--- config.mk ---
export PLATFORM = sky130hd
export DESIGN_NAME = ars_regs
export DESIGN_NICKNAME = d
export VERILOG_FILES = /design/src/core/ars_pkg.sv /design/src/core/ars_regs.sv /design/src/core/ars_sync.sv
export SDC_FILE = /design/constraint.sdc
export NUM_CORES = 1
export LEC_CHECK = 0
export ABC_AREA = 1
export BUFFER_PORTS_ARGS = -buffer_cell sky130_fd_sc_hd__buf_2
export CAP_MARGIN = 25
export CORE_ASPECT_RATIO = 0.7
export CORE_UTILIZATION = 30
export DETAILED_ROUTE_END_ITERATION = 7
export PLACE_DENSITY = 0.6
export SLEW_MARGIN = 20
export SYNTH_ARGS = -nofsm -noshare
export SYNTH_HDL_FRONTEND = slang
export SYNTH_SLANG_ARGS = --single-unit
--- constraint.sdc ---
create_clock -name I_MCLK -period 3.9 [get_ports I_MCLK]
set_clock_uncertainty 0.1 [all_clocks]
set_input_delay 0.39 -clock I_MCLK [delete_from_list [all_inputs] [get_ports I_MCLK]]
set_output_delay 0.39 -clock I_MCLK [all_outputs]
set_load 0.005 [all_outputs]
--- src/core/ars_pkg.sv ---
package ars_pkg;
  // ------------------------------------------------------------
  // Register select codes
  // ------------------------------------------------------------
  localparam logic [2:0]  SEL_RESULT   = 3'h0;
  localparam logic [2:0]  SEL_FLAGS    = 3'h1;
  localparam logic [2:0]  SEL_CONFIG   = 3'h2;
  localparam logic [2:0]  SEL_LOW      = 3'h3;
  localparam logic [2:0]  SEL_HIGH     = 3'h4;
  localparam logic [2:0]  SEL_MARGIN   = 3'h5;
  localparam logic [2:0]  SEL_LOWEST   = 3'h6;
  localparam logic [2:0]  SEL_HIGHEST  = 3'h7;

  // ------------------------------------------------------------
  // Reset values and field layout
  // ------------------------------------------------------------
  localparam logic [7:0]  PTR_RESET     = 8'h00;
  localparam logic [15:0] RESULT_RESET  = 16'h0000;
  localparam logic [7:0]  FLAGS_RESET   = 8'h00;
  localparam logic [7:0]  SAMPLE_RESET  = 8'h00;
  localparam int unsigned RES_MSB       = 11;
  localparam int unsigned RES_LSB       = 4;
  localparam int unsigned RES_ALERT     = 15;
  localparam int unsigned FLAG_OVER     = 1;
  localparam int unsigned FLAG_UNDER    = 0;
  localparam logic [3:0]  BIT_LAST      = 4'h8;
  localparam logic [3:0]  BIT_ZERO      = 4'h0;
  localparam logic [3:0]  BIT_ONE       = 4'h1;
  // Bus address value is arbitrary
  localparam logic [6:0]  DEV_ADDR_DEF  = 7'h2a;

  // ------------------------------------------------------------
  // Types
  // ------------------------------------------------------------
  typedef enum logic [2:0] {
    ST_IDLE     = 3'b000,
    ST_ADDR     = 3'b001,
    ST_ADDR_ACK = 3'b010,
    ST_WRITE    = 3'b011,
    ST_WR_ACK   = 3'b100,
    ST_READ     = 3'b101,
    ST_RD_ACK   = 3'b110
  } ars_state_t;

  typedef struct packed {
    logic       hold;
    logic       flag_en;
    logic       auto_mode;
    logic [7:0] high;
    logic [7:0] low;
    logic [7:0] threshold_margin;
  } ars_alert_cfg_t;

  typedef struct packed {
    logic       done;
    logic [7:0] data;
  } ars_conv_t;

  typedef struct packed {
    logic        stb;
    logic [2:0]  sel;
    logic [15:0] data;
  } ars_ext_wr_t;
endpackage

--- src/core/ars_regs.sv ---
module ars_regs
  import ars_pkg::*;
#(
  parameter logic [6:0] DEV_ADDR = ars_pkg::DEV_ADDR_DEF
) (
  input  wire logic                    I_MCLK,
  input  wire logic                    I_RSTN,
  input  wire logic                    I_SCL,
  input  wire logic                    I_SDA,
  output logic                         O_SDA_OUT,
  output logic                         O_SDA_OEN,
  input  wire ars_pkg::ars_alert_cfg_t I_ALERT_CFG,
  input  wire ars_pkg::ars_conv_t      I_CONV,
  output logic                         O_CONV_START,
  output ars_pkg::ars_ext_wr_t         O_EXT_WR,
  output logic [2:0]                   O_EXT_SEL,
  input  wire logic [15:0]             I_EXT_RDATA,
  output logic [1:0]                   O_ALERT_FLAGS
);
  import ars_pkg::*;

  // ------------------------------------------------------------
  // Bus pin sampling
  // ------------------------------------------------------------
  logic [1:0] line_f;
  logic       scl_q;
  logic       sda_q;

  ars_sync #(.WIDTH(2)) u_sync (
    .i_clk   (I_MCLK),
    .i_rst_n (I_RSTN),
    .i_d     ({I_SCL, I_SDA}),
    .o_q     (line_f)
  );

  wire scl_f     = line_f[1];
  wire sda_f     = line_f[0];
  wire scl_rise  = scl_f & ~scl_q;
  wire scl_fall  = ~scl_f & scl_q;
  wire start_det = scl_f & scl_q & sda_q & ~sda_f;
  wire stop_det  = scl_f & scl_q & ~sda_q & sda_f;

  always_ff @(posedge I_MCLK or negedge I_RSTN) begin
    if (!I_RSTN) begin
      scl_q <= 1'b1;
      sda_q <= 1'b1;
    end else begin
      scl_q <= scl_f;
      sda_q <= sda_f;
    end
  end

  // ------------------------------------------------------------
  // State
  // ------------------------------------------------------------
  ars_state_t  state;
  logic [3:0]  bit_cnt;
  logic [7:0]  rx_sh;
  logic [7:0]  tx_sh;
  logic        rd_mode;
  logic        first_byte;
  logic        byte_idx;
  logic [7:0]  ptr;
  logic [7:0]  hi_byte;
  logic        sda_low;
  logic [15:0] rd_word;
  logic [7:0]  sample;
  logic [1:0]  flags;

  ars_state_t  next_state;
  logic [3:0]  next_cnt;
  logic [7:0]  next_rx;
  logic [7:0]  next_tx;
  logic        next_rd;
  logic        next_first;
  logic        next_idx;
  logic [7:0]  next_ptr;
  logic [7:0]  next_hi;
  logic        next_low;
  logic [15:0] next_word;
  logic        conv_go;
  logic        ext_go;
  logic [15:0] ext_data;
  logic [1:0]  flag_w1c;
  logic [1:0]  next_flags;

  // Byte-wide registers move one byte per access, the others two
  function automatic logic is_byte_reg(input logic [2:0] sel);
    return (sel == SEL_FLAGS) || (sel == SEL_CONFIG);
  endfunction

  // ------------------------------------------------------------
  // Read data selection
  // ------------------------------------------------------------
  // low select bits
  wire [2:0]  sel       = ptr[2:0];
  wire        alert_bit = I_ALERT_CFG.flag_en & (|flags);
  logic [15:0] result_word;
  logic [7:0]  flags_word;

  always_comb begin
    result_word                  = RESULT_RESET;
    result_word[RES_MSB:RES_LSB] = sample;
    result_word[RES_ALERT]       = alert_bit;
  end

  always_comb begin
    flags_word             = FLAGS_RESET;
    flags_word[FLAG_OVER]  = flags[FLAG_OVER];
    flags_word[FLAG_UNDER] = flags[FLAG_UNDER];
  end

  wire [15:0] sel_word = (sel == SEL_RESULT) ? result_word :
                         (sel == SEL_FLAGS)  ? {8'h00, flags_word} : I_EXT_RDATA;
  wire [7:0]  rd_byte  = (is_byte_reg(sel) || byte_idx) ? rd_word[7:0] : rd_word[15:8];
  wire        wr_done  = (state == ST_WRITE) && scl_fall && (bit_cnt == BIT_LAST);

  // ------------------------------------------------------------
  // Transfer sequencing
  // ------------------------------------------------------------
  always_comb begin
    next_state = state;
    next_cnt   = bit_cnt;
    next_rx    = rx_sh;
    next_tx    = tx_sh;
    next_rd    = rd_mode;
    next_first = first_byte;
    next_idx   = byte_idx;
    next_ptr   = ptr;
    next_hi    = hi_byte;
    next_low   = sda_low;
    next_word  = rd_word;
    conv_go    = 1'b0;
    ext_go     = 1'b0;
    ext_data   = {hi_byte, rx_sh};
    flag_w1c   = 2'h0;
    if (scl_rise && (state == ST_ADDR || state == ST_WRITE || state == ST_READ)) begin
      next_rx  = {rx_sh[6:0], sda_f};
      next_cnt = bit_cnt + BIT_ONE;
    end
    case (state)
      ST_IDLE: begin
        next_low = 1'b0;
      end
      ST_ADDR: begin
        if (scl_fall && bit_cnt == BIT_LAST) begin
          if (rx_sh[7:1] == DEV_ADDR) begin
            next_state = ST_ADDR_ACK;
            next_low   = 1'b1;
            next_rd    = rx_sh[0];
            next_first = 1'b1;
            next_idx   = 1'b0;
            next_word  = sel_word;
            conv_go    = rx_sh[0] && (sel == SEL_RESULT) && !I_ALERT_CFG.auto_mode;
          end else begin
            next_state = ST_IDLE;
          end
        end
      end
      ST_ADDR_ACK: begin
        if (scl_fall) begin
          next_cnt = BIT_ZERO;
          if (rd_mode) begin
            next_state = ST_READ;
            next_low   = ~rd_byte[7];
            next_tx    = {rd_byte[6:0], 1'b0};
          end else begin
            next_state = ST_WRITE;
            next_low   = 1'b0;
          end
        end
      end
      ST_WRITE: begin
        if (wr_done) begin
          next_state = ST_WR_ACK;
          next_low   = 1'b1;
          if (first_byte) begin
            next_ptr   = rx_sh;
            next_first = 1'b0;
          end else if (is_byte_reg(sel)) begin
            flag_w1c = (sel == SEL_FLAGS) ? rx_sh[1:0] : 2'h0;
            ext_go   = (sel == SEL_CONFIG);
            ext_data = {8'h00, rx_sh};
          end else if (!byte_idx) begin
            next_hi  = rx_sh;
            next_idx = 1'b1;
          end else begin
            next_idx = 1'b0;
            ext_go   = (sel != SEL_RESULT);
          end
        end
      end
      ST_WR_ACK: begin
        if (scl_fall) begin
          next_state = ST_WRITE;
          next_low   = 1'b0;
          next_cnt   = BIT_ZERO;
        end
      end
      ST_READ: begin
        if (scl_fall) begin
          if (bit_cnt == BIT_LAST) begin
            next_state = ST_RD_ACK;
            next_low   = 1'b0;
            next_idx   = ~byte_idx;
          end else begin
            next_low = ~tx_sh[7];
            next_tx  = {tx_sh[6:0], 1'b0};
          end
        end
      end
      ST_RD_ACK: begin
        if (scl_rise && sda_f) begin
          next_state = ST_IDLE;
        end else if (scl_fall) begin
          next_state = ST_READ;
          next_cnt   = BIT_ZERO;
          next_low   = ~rd_byte[7];
          next_tx    = {rd_byte[6:0], 1'b0};
        end
      end
      default: begin
        next_state = ST_IDLE;
        next_low   = 1'b0;
      end
    endcase
    // Start and stop override any phase of a transfer
    if (start_det) begin
      next_state = ST_ADDR;
      next_cnt   = BIT_ZERO;
      next_low   = 1'b0;
    end else if (stop_det) begin
      next_state = ST_IDLE;
      next_low   = 1'b0;
    end
  end

  always_ff @(posedge I_MCLK or negedge I_RSTN) begin
    if (!I_RSTN) begin
      state      <= ST_IDLE;
      bit_cnt    <= BIT_ZERO;
      rx_sh      <= 8'h00;
      tx_sh      <= 8'h00;
      rd_mode    <= 1'b0;
      first_byte <= 1'b0;
      byte_idx   <= 1'b0;
      hi_byte    <= 8'h00;
      sda_low    <= 1'b0;
      rd_word    <= RESULT_RESET;
    end else begin
      state      <= next_state;
      bit_cnt    <= next_cnt;
      rx_sh      <= next_rx;
      tx_sh      <= next_tx;
      rd_mode    <= next_rd;
      first_byte <= next_first;
      byte_idx   <= next_idx;
      hi_byte    <= next_hi;
      sda_low    <= next_low;
      rd_word    <= next_word;
    end
  end

  always_ff @(posedge I_MCLK or negedge I_RSTN) begin
    if (!I_RSTN) begin
      ptr <= PTR_RESET;
    end else begin
      ptr <= next_ptr;
    end
  end

  // ------------------------------------------------------------
  // Sample store and limit flags
  // ------------------------------------------------------------
  wire [8:0] smp9    = {1'b0, I_CONV.data};
  wire [8:0] high9   = {1'b0, I_ALERT_CFG.high};
  wire [8:0] low9    = {1'b0, I_ALERT_CFG.low};
  wire [8:0] margin9 = {1'b0, I_ALERT_CFG.threshold_margin};
  wire set_over   = I_CONV.done && (smp9 > high9);
  wire set_under  = I_CONV.done && (smp9 < low9);
  // over release; sum form avoids underflow when margin exceeds limit
  wire self_over  = I_CONV.done && !I_ALERT_CFG.hold && ((smp9 + margin9) < high9);
  wire self_under = I_CONV.done && !I_ALERT_CFG.hold && (smp9 > (low9 + margin9));

  // write one clears, a new violation wins
  always_comb begin
    next_flags[FLAG_OVER]  = set_over  |
      (flags[FLAG_OVER]  & ~self_over  & ~flag_w1c[FLAG_OVER]);
    next_flags[FLAG_UNDER] = set_under |
      (flags[FLAG_UNDER] & ~self_under & ~flag_w1c[FLAG_UNDER]);
  end

  always_ff @(posedge I_MCLK or negedge I_RSTN) begin
    if (!I_RSTN) begin
      flags  <= FLAGS_RESET[1:0];
      sample <= SAMPLE_RESET;
    end else begin
      flags <= next_flags;
      if (I_CONV.done) begin
        sample <= I_CONV.data;
      end
    end
  end

  // ------------------------------------------------------------
  // Outputs
  // ------------------------------------------------------------
  always_ff @(posedge I_MCLK or negedge I_RSTN) begin
    if (!I_RSTN) begin
      O_CONV_START <= 1'b0;
      O_EXT_WR     <= '0;
    end else begin
      O_CONV_START <= conv_go;
      O_EXT_WR     <= '{stb: ext_go, sel: sel, data: ext_data};
    end
  end

  // Open drain: the line is only ever pulled low
  assign O_SDA_OUT     = 1'b0;
  assign O_SDA_OEN     = ~sda_low;
  assign O_EXT_SEL     = sel;
  assign O_ALERT_FLAGS = flags;

  wire first_wr = wr_done && first_byte;
  wire rd_ack   = (state == ST_ADDR) && (next_state == ST_ADDR_ACK) && rx_sh[0];
endmodule

--- src/core/ars_sync.sv ---
module ars_sync #(
  parameter int unsigned WIDTH = 2
) (
  input  wire logic             i_clk,
  input  wire logic             i_rst_n,
  input  wire logic [WIDTH-1:0] i_d,
  output logic      [WIDTH-1:0] o_q
);
  logic [WIDTH-1:0] s1;
  logic [WIDTH-1:0] s2;
  logic [WIDTH-1:0] s3;

  // ------------------------------------------------------------
  // Three stages; a change counts once stages two and three agree
  // ------------------------------------------------------------
  for (genvar g = 0; g < WIDTH; g++) begin : g_bit
    always_ff @(posedge i_clk or negedge i_rst_n) begin
      if (!i_rst_n) begin
        s1[g]  <= 1'b1;
        s2[g]  <= 1'b1;
        s3[g]  <= 1'b1;
        o_q[g] <= 1'b1;
      end else begin
        s1[g] <= i_d[g];
        s2[g] <= s1[g];
        s3[g] <= s2[g];
        if (s2[g] == s3[g]) begin
          o_q[g] <= s3[g];
        end
      end
    end
  end
endmodule

==> run metrics, run 1 <==
Clock Path Buffers 2; Hold WC Path Type in -> reg; ys flop type dfrtp_1; PortBufs 82; Final HPWL DP about 10 mm; nature of the critical path startpoint input port; Core Util, Final 36.8%; chip height around 110 µm; total power 2.55 mW; Max Clk Rate between 400 and 500 MHz; Clock transition at path regs ~0.060 ns; mux share of post-synthesis cell area 0%; CTS tree yes; slowest cell on the critical path fa_1; Final Non-Filler Cells 988; number of clock sinks 94; RSZ-0062 raised after global routing no; Worst Tran Pin Value between 0.6 and 0.7 ns; CP Class in -> reg; synthesized net count 772; Chip Width 163 µm; total gr overflow 0; row count 40; Syn Area/Cell 8.15 µm²; vias in the first global route 4310; min Tclk post-route 2.45 ns; Starting Density 31.2%; Num CTS Buffers 9; Most common cell on crit path nand2_1; CTS Root Cell clkbuf_16; via/cell ratio 4.47; Worst slew margin 57.2%; EDFF count, synth 0; Syn. warnings 0; P&R area growth vs syn 18.1%; n_diodes 0; NumNets Final about 860; ANT nets after route 0; GRT met2 Usage 21.8%; CP required 4.04 ns; CP endpoint kind flop; largest net degree at the start of global routing 35; synth unique cells 41; multi-input logic area 2620 µm²; post-synthesis simple-gate area fraction 23.2%; num ports 84; core area 17400 µm²; placed insts 971; Final setup viols 0; CP cell instances buf_2 > ha_1 > inv_1 > fa_1 > inv_1 > a21oi_1 > o21bai_1 > xor2_1 > ha_1 > and3_1 > nand2_1 > nand2_1 > nand2_1 > nand3_1 > nand2_1 > nand3_1 > nand2_1 > nand2_1; met1 Use GR 22.9%; Seq/Total Area, Yosys 43.5%; PnR worst setup slack 1.45 ns; data arrival time of the worst path approximately 2.6 ns; DP Worst Slack 1.07 ns; Max-Cap Viols 0; Synth Area in Adders approximately an eighth; drt first pass iters 5; Most Crowded Layer GR met1; synthesis-stage register bit count 94; final setup TNS 0 ns; layout cells sized above 1 approximately 18%; area of the die approximately 19000 µm²; via count 4421; outcome complete, no violations; met3 usage 3.04%; Mapped Area 5430 µm²; initial antenna violation count 0; crit-path max FO 3; DRC viols 0; worst vdd ir 0.000206 V; Async S/R FF share, synth 100%; final hold violations 0; slowest stage delay, CP approximately 0.40 ns; FF+latch area between 2000 and 2500 µm²; final estimated routing congestion in global placement between 0.8 and 0.9; H-Tree Depth 3; combinational family with the most area after synthesis simple AND/OR/NAND/NOR gates; Max Slew Vio Count 0; XOR/XNOR share of the synthesized area 2.26%; compound-gate portion of the synthesized area a little over a tenth; Leak 3.36 nW; drt total wl 13.0 mm; first-pass GRT wire length 21.8 mm; pwr dens 398 nW/µm²; Mapped Cells 666; period utilization 62.8%; wire per inst 13.1 µm; Total GRT Usage 15.1%; worst-skew pair later-pin latency roughly 0.35 ns; final-layout fill cell count 1870; initial DRC count ~230
==> flip-flops by register name, indices dropped and copies added (netlist names), 2 cells and up <==
signal and count:
ptr 3, u_sync.s3 2, sample 8, hi_byte 8, u_sync.o_q 2, u_sync.s1 2, rx_sh 8, O_ALERT_FLAGS 2
state 3, bit_cnt 4, tx_sh 7, rd_word 16, O_EXT_WR 20, u_sync.s2 2
==> per-stage QoR <==
| step | hold WS [ns] | area (µm²) |
|---|---|---|
| 2_1_floorplan | -0.00559 | 5430 |
| 3_3_place_gp | 0.228 | 6090 |
| 3_5_place_dp | 0.234 | 6090 |
| 4_1_cts | 0.0373 | 6410 |
| 5_1_grt | 0.0331 | 6410 |
| 6_report | 0.0439 | 6410 |
==> placed cells by master, fill, tap and decap left out, types with 3 or more instances in the layout <==
cell,count
or2_2,5
nand2_2,5
nor2_1,37
ha_1,48
o21ai_1,11
a211oi_1,3
nand4_1,10
buf_4,4
nor2_4,3
nor2_2,4
o211ai_1,5
nand3_1,40
xnor2_1,5
dfstp_2,10
nand3b_1,4
nor3_1,6
dfrtp_1,84
a21oi_1,33
o21ai_0,45
inv_2,4
nand2_1,167
xor2_1,9
inv_1,98
buf_2,81
clkbuf_16,9
==> where the power goes <==
part	internal, mW	switching [mW]	total, mW
Sequential	1.06	0.0785	1.14
Clock	0.519	0.387	0.905
Combinational	0.200	0.310	0.510
==> repair_timing <==
action / in CTS / in global routing
buffers inserted: 0 / 0
hold endpoints to repair: 27 / 0
hold buffers: 1 / 0
resized for setup: 0 / 0
==> cells by family after synthesis <==
logic type / count (synthesis)
xor+xnor: 14
buf+inv: 114
other cells: 1
fa+ha+maj: 52
flops: 94
compound gates: 105
simple gates: 286
==> layer usage <==
| metal | part of all wire, % | vias to the layer above |
|---|---|---|
| met5 | 0 | - |
| met4 | 0.61 | 0 |
| met3 | 4.4 | 7 |
| met2 | 40 | 93 |
| met1 | 55 | 1994 |
| li1 | - | 2327 |
==> synthesized netlist by cell type, types with 2 or more instances <==
cell,count,share of area (%)
a31oi_1,2,0.23
nand2_1,167,12
nand2_2,5,0.58
clkbuf_1,5,0.35
ha_1,48,11
dfstp_2,10,4.8
nand3b_1,4,0.55
nand4_1,10,1.2
o21ai_0,45,4.1
fa_1,2,0.74
inv_2,4,0.28
o21ai_1,11,1.0
nor2_2,4,0.46
buf_4,2,0.28
nand3_1,40,3.7
nor2_1,37,2.6
xnor2_1,5,0.81
a21oi_1,33,3.0
dfrtp_1,84,39
o211ai_1,5,0.69
nor3_1,6,0.55
maj3_1,2,0.37
a211oi_1,3,0.41
inv_1,98,6.8
xor2_1,9,1.5
o21bai_1,2,0.28
buf_2,3,0.28
or2_2,5,0.58
nor2_4,3,0.62
==> worst max-delay path, delay by kind of cell <==
kind | cells | cell delay [ns]
fa+ha+maj | 3 | 0.85
buf+inv | 3 | 0.25
compound gates | 2 | 0.32
simple gates | 9 | 0.59
xor+xnor | 1 | 0.19
==> area by class of cell <==
| type | instances | share of cell area, % |
|---|---|---|
| multi-input combinational | 458 | 40.8 |
| sequential | 94 | 36.9 |
| timing repair buffer | 86 | 6.95 |
| inverter | 103 | 6.03 |
| tap | 231 | 4.51 |
| clock buffer | 10 | 3.73 |
| clock inverter | 6 | 1.07 |
==> final timing paths <==
path | start | to | slack [ns] | depth (start not counted)
worst max-delay path | I_CONV[0] | O_ALERT_FLAGS[1] | 1.45 | 18
worst min-delay path | I_SCL | u_sync.s1[1] | 0.04 | 1
worst max register to register | ptr[1] | rd_word[7] | 1.58 | 7
worst min register to register | u_sync.s1[0] | u_sync.s2[0] | 0.26 | 0
max in group asynchronous | I_RSTN | u_sync.s1[1] | 2.51 | 3
min in group asynchronous | I_RSTN | O_EXT_WR[15] | 0.40 | 2
No activity file was read; power rests on OpenSTA's default activity.
==> run 2, diff against run 1 <==
--- a/config.mk
+++ b/config.mk
@@ -5,13 +5,13 @@
 export SDC_FILE = /design/constraint.sdc
 export NUM_CORES = 1
 export LEC_CHECK = 0
-export ABC_AREA = 1
+export ABC_AREA = 0
 export BUFFER_PORTS_ARGS = -buffer_cell sky130_fd_sc_hd__buf_2
 export CAP_MARGIN = 25
 export CORE_ASPECT_RATIO = 0.7
 export CORE_UTILIZATION = 30
 export DETAILED_ROUTE_END_ITERATION = 7
-export PLACE_DENSITY = 0.6
+export PLACE_DENSITY = 0.61
 export SLEW_MARGIN = 20
 export SYNTH_ARGS = -nofsm -noshare
 export SYNTH_HDL_FRONTEND = slang
==> constraint.sdc (replaced) <==
create_clock -name I_MCLK -period 2.2 [get_ports I_MCLK]
set_clock_uncertainty 0.1 [all_clocks]
set_input_delay 0.22 -clock I_MCLK [delete_from_list [all_inputs] [get_ports I_MCLK]]
set_output_delay 0.22 -clock I_MCLK [all_outputs]
set_load 0.005 [all_outputs]
==> run metrics, run 2 <==
outcome finished with violations; violations in the final reports setup timing; DP Worst Slack -0.445 ns (-1.51 ns); FF+latch area 2360 µm² (unchanged); PortBufs 82 (unchanged); Crit. Startpoint I_ALERT_CFG[0]; EDFF count, synth 0 (unchanged); Commonest cells post-synth dfrtp_1, nor2_1, ha_1; P&R area growth vs syn 27.2%; FF-to-FF path depth 7 (unchanged); chip height 114 µm (-0.80%); synthesized net count 615 (-20%); initial antenna violation count 2 (+2); Async S/R FF share, synth 100% (unchanged); Total GRT Usage 15.4% (+0.32 points); Chip Width 162 µm (-0.80%); final estimated routing congestion in global placement 0.867 (-1.9%); Clock transition at path regs 0.07 ns (about the same); final setup TNS -0.0658 ns (-0.0658 ns); worst vdd ir 0.000395 V (+92%); vias in the first global route 4275 (-0.81%); PnR worst setup slack -0.0658 ns (-1.52 ns); Internal Power 3.58 mW (+100%); period utilization 103%; Hold WC Path Type in -> reg; Leak 3.40 nW (+1.0%); Seq pwr share 43.8% (-0.8 points); Max-Cap Viols 0 (unchanged); CP endpoint kind flop; crit-path max FO 2 (-1); via count 4177 (-5.5%); Max Clk Rate between 400 and 500 MHz; Max Slew Vio Count 0 (unchanged); ys flop type dfrtp_1; Final setup viols 1 (+1); Clock Path Buffers 2 (unchanged); P_sw 1.47 mW (+90%); H-Tree Depth 3 (unchanged); wire per inst 15.3 µm (+17%); Starting Density 30.9% (-0.24 points); first-pass GRT wire length 22.1 mm (+1.2%); Num CTS Buffers 9 (unchanged); nature of the critical path startpoint input port; initial DRC count 248 (+7.4%); Final HPWL DP 10.4 mm (+2.4%); CP required 2.31 ns (-1.73 ns); number of clock sinks 94 (unchanged); largest net degree at the start of global routing 41 (+17%); DRC viols 0 (unchanged); pwr dens 744 nW/µm² (+87%); Syn. warnings 0 (unchanged); Yosys top cell area share 39.3% (+0.63 points); Mapped Cells 509 (-24%); Reg-to-Reg Start bit_cnt[0]; count leader, synth dfrtp_1; final-layout fill cell count 1688 (-9.7%); combinational power share 23.5% (+3.5 points); RSZ-0062 raised after global routing yes; synthesis-stage register bit count 94 (unchanged); top flop regs O_EXT_WR x20, rd_word x16; total gr overflow 0 (unchanged); core area 17300 µm² (-0.86%); final hold violations 0 (unchanged); num ports 84 (unchanged); NumNets Final 738 (-14%); layout cells sized above 1 33.6% (+16 points); Clock power frac 32.7% (-2.8 points); via/cell ratio 4.81 (+7.4%); CTS tree yes; Sw Share 29.1% (-1.2 points); CTS Root Cell clkbuf_16; commonest non-fill, non-tap cell in the layout dfrtp_1; worst-skew pair later-pin latency 0.33 ns (-0.02 ns); synth unique cells 61 (+49%); Most flops, register O_EXT_WR; Critical Path End O_ALERT_FLAGS[0]; most frequent cells in the layout dfrtp_1, buf_2, nor2_1, ha_1, buf_4; ANT nets after route 0 (unchanged); row count 40 (unchanged); Mapped Area 5340 µm² (-1.6%); Syn Area/Cell 10.5 µm² (+29%); top area cells in the synthesized netlist dfrtp_1, ha_1, dfstp_2, mux2_2, a21oi_1; min Tclk post-route 2.27 ns; CP Class in -> reg; drt total wl 13.3 mm (+2.6%); Seq/Total Area, Yosys 44.3% (+0.71 points); drt first pass iters 4 (-1); leading area contributor after synthesis dfrtp_1; multi-input logic area 2880 µm² (+9.8%); data arrival time of the worst path 2.38 ns (-0.21 ns); max reg flops 20 (unchanged); area of the die 18400 µm² (-1.6%); r2r endpoint hi_byte[3]; FF-to-FF setup slack 0.13 ns (-1.45 ns)
[run 2: timing repair]
action                                  4_1_cts  5_1_grt
cloned                                        0        0
hold endpoints to repair                     35        0
gates resized for setup                      13        6
hold buffers                                  4        0
setup buffers                                 7        0
endpoints found under the setup margin        2       18
pin swaps                                    14        8
[run 2: power groups by stage]
stage | registers, mW | clock network (mW) | logic [mW]
after detailed placement | 2.25 | 0 | 1.12
after global routing | 2.26 | 1.78 | 1.34
after global placement | 2.23 | 0 | 1.07
after floorplan | 2.17 | 0 | 0.706
after CTS | 2.22 | 1.70 | 1.17
final | 2.21 | 1.65 | 1.19
[run 2: worst max-delay path, cell delays in order]
cell and delay (ns):
buf_8 0.08, ha_4 0.12, inv_2 0.03, fa_2 0.34
nand2b_4 0.15, a21oi_2 0.14, o21ai_1 0.09, nand2b_1 0.12
xnor2_1 0.08, ha_1 0.32, a21o_1 0.15, a21oi_2 0.05
o21a_1 0.11, a311oi_2 0.22, o32ai_2 0.12
[run 2: per-layer routing]
layer | up-vias | GRT usage [%] | share of wire [%]
met4 | 2 | 3.71 | 1.4
met5 | - | 0 | 0.13
met1 | 2006 | 21.5 | 50
li1 | 2060 | - | -
met3 | 13 | 4.40 | 5.1
met2 | 96 | 23.3 | 43
[run 2: area by class of cell]
type                            count  area share (%)
Multi-Input combinational cell    366            42.3
Sequential cell                    94            34.8
Timing Repair Buffer              129            12.1
Tap cell                          231            4.25
Clock buffer                        9            3.31
Inverter                           32            1.77
Clock inverter                      7            1.40
Antenna cell                        1          0.0368
[run 2: stage by stage]
stage                     cells  hold slack (ns)  area (µm²)  power [mW]  util (%)
after floorplan             509           -0.176        5410        2.87         -
after global placement      841            0.117        6300        3.30      36.5
after detailed placement    841            0.117        6300        3.37      36.5
after CTS                   868          0.00239        6760        5.09      39.2
after global routing        868           0.0282        6790        5.38      39.3
final                       869           0.0122        6790        5.05      39.3
[run 2: logic make-up after synthesis]
logic type / synth area share [%]
adders and majority gates: 12.4
muxes: 8.17
and+or+nand+nor: 14.8
buffers and inverters: 4.17
AOI/OAI and AO/OA: 13.8
other: 0.0702
xor gates and xnor gates: 2.44
DFF: 44.3
[run 2: worst min-delay path by stage]
| stage | to | slack (ns) | depth (start not counted) | start |
|---|---|---|---|---|
| finish | rd_word[13] | 0.01 | 3 | I_EXT_RDATA[13] |
| global route | rd_word[13] | 0.03 | 3 | I_EXT_RDATA[13] |
| CTS | rd_word[13] | 0.002 | 3 | I_EXT_RDATA[13] |
| detailed placement | O_EXT_WR[6] | 0.12 | 1 | I_RSTN |
| global placement | O_EXT_WR[7] | 0.12 | 1 | I_RSTN |
| floorplan | O_ALERT_FLAGS[0] | -0.18 | 0 | I_RSTN |
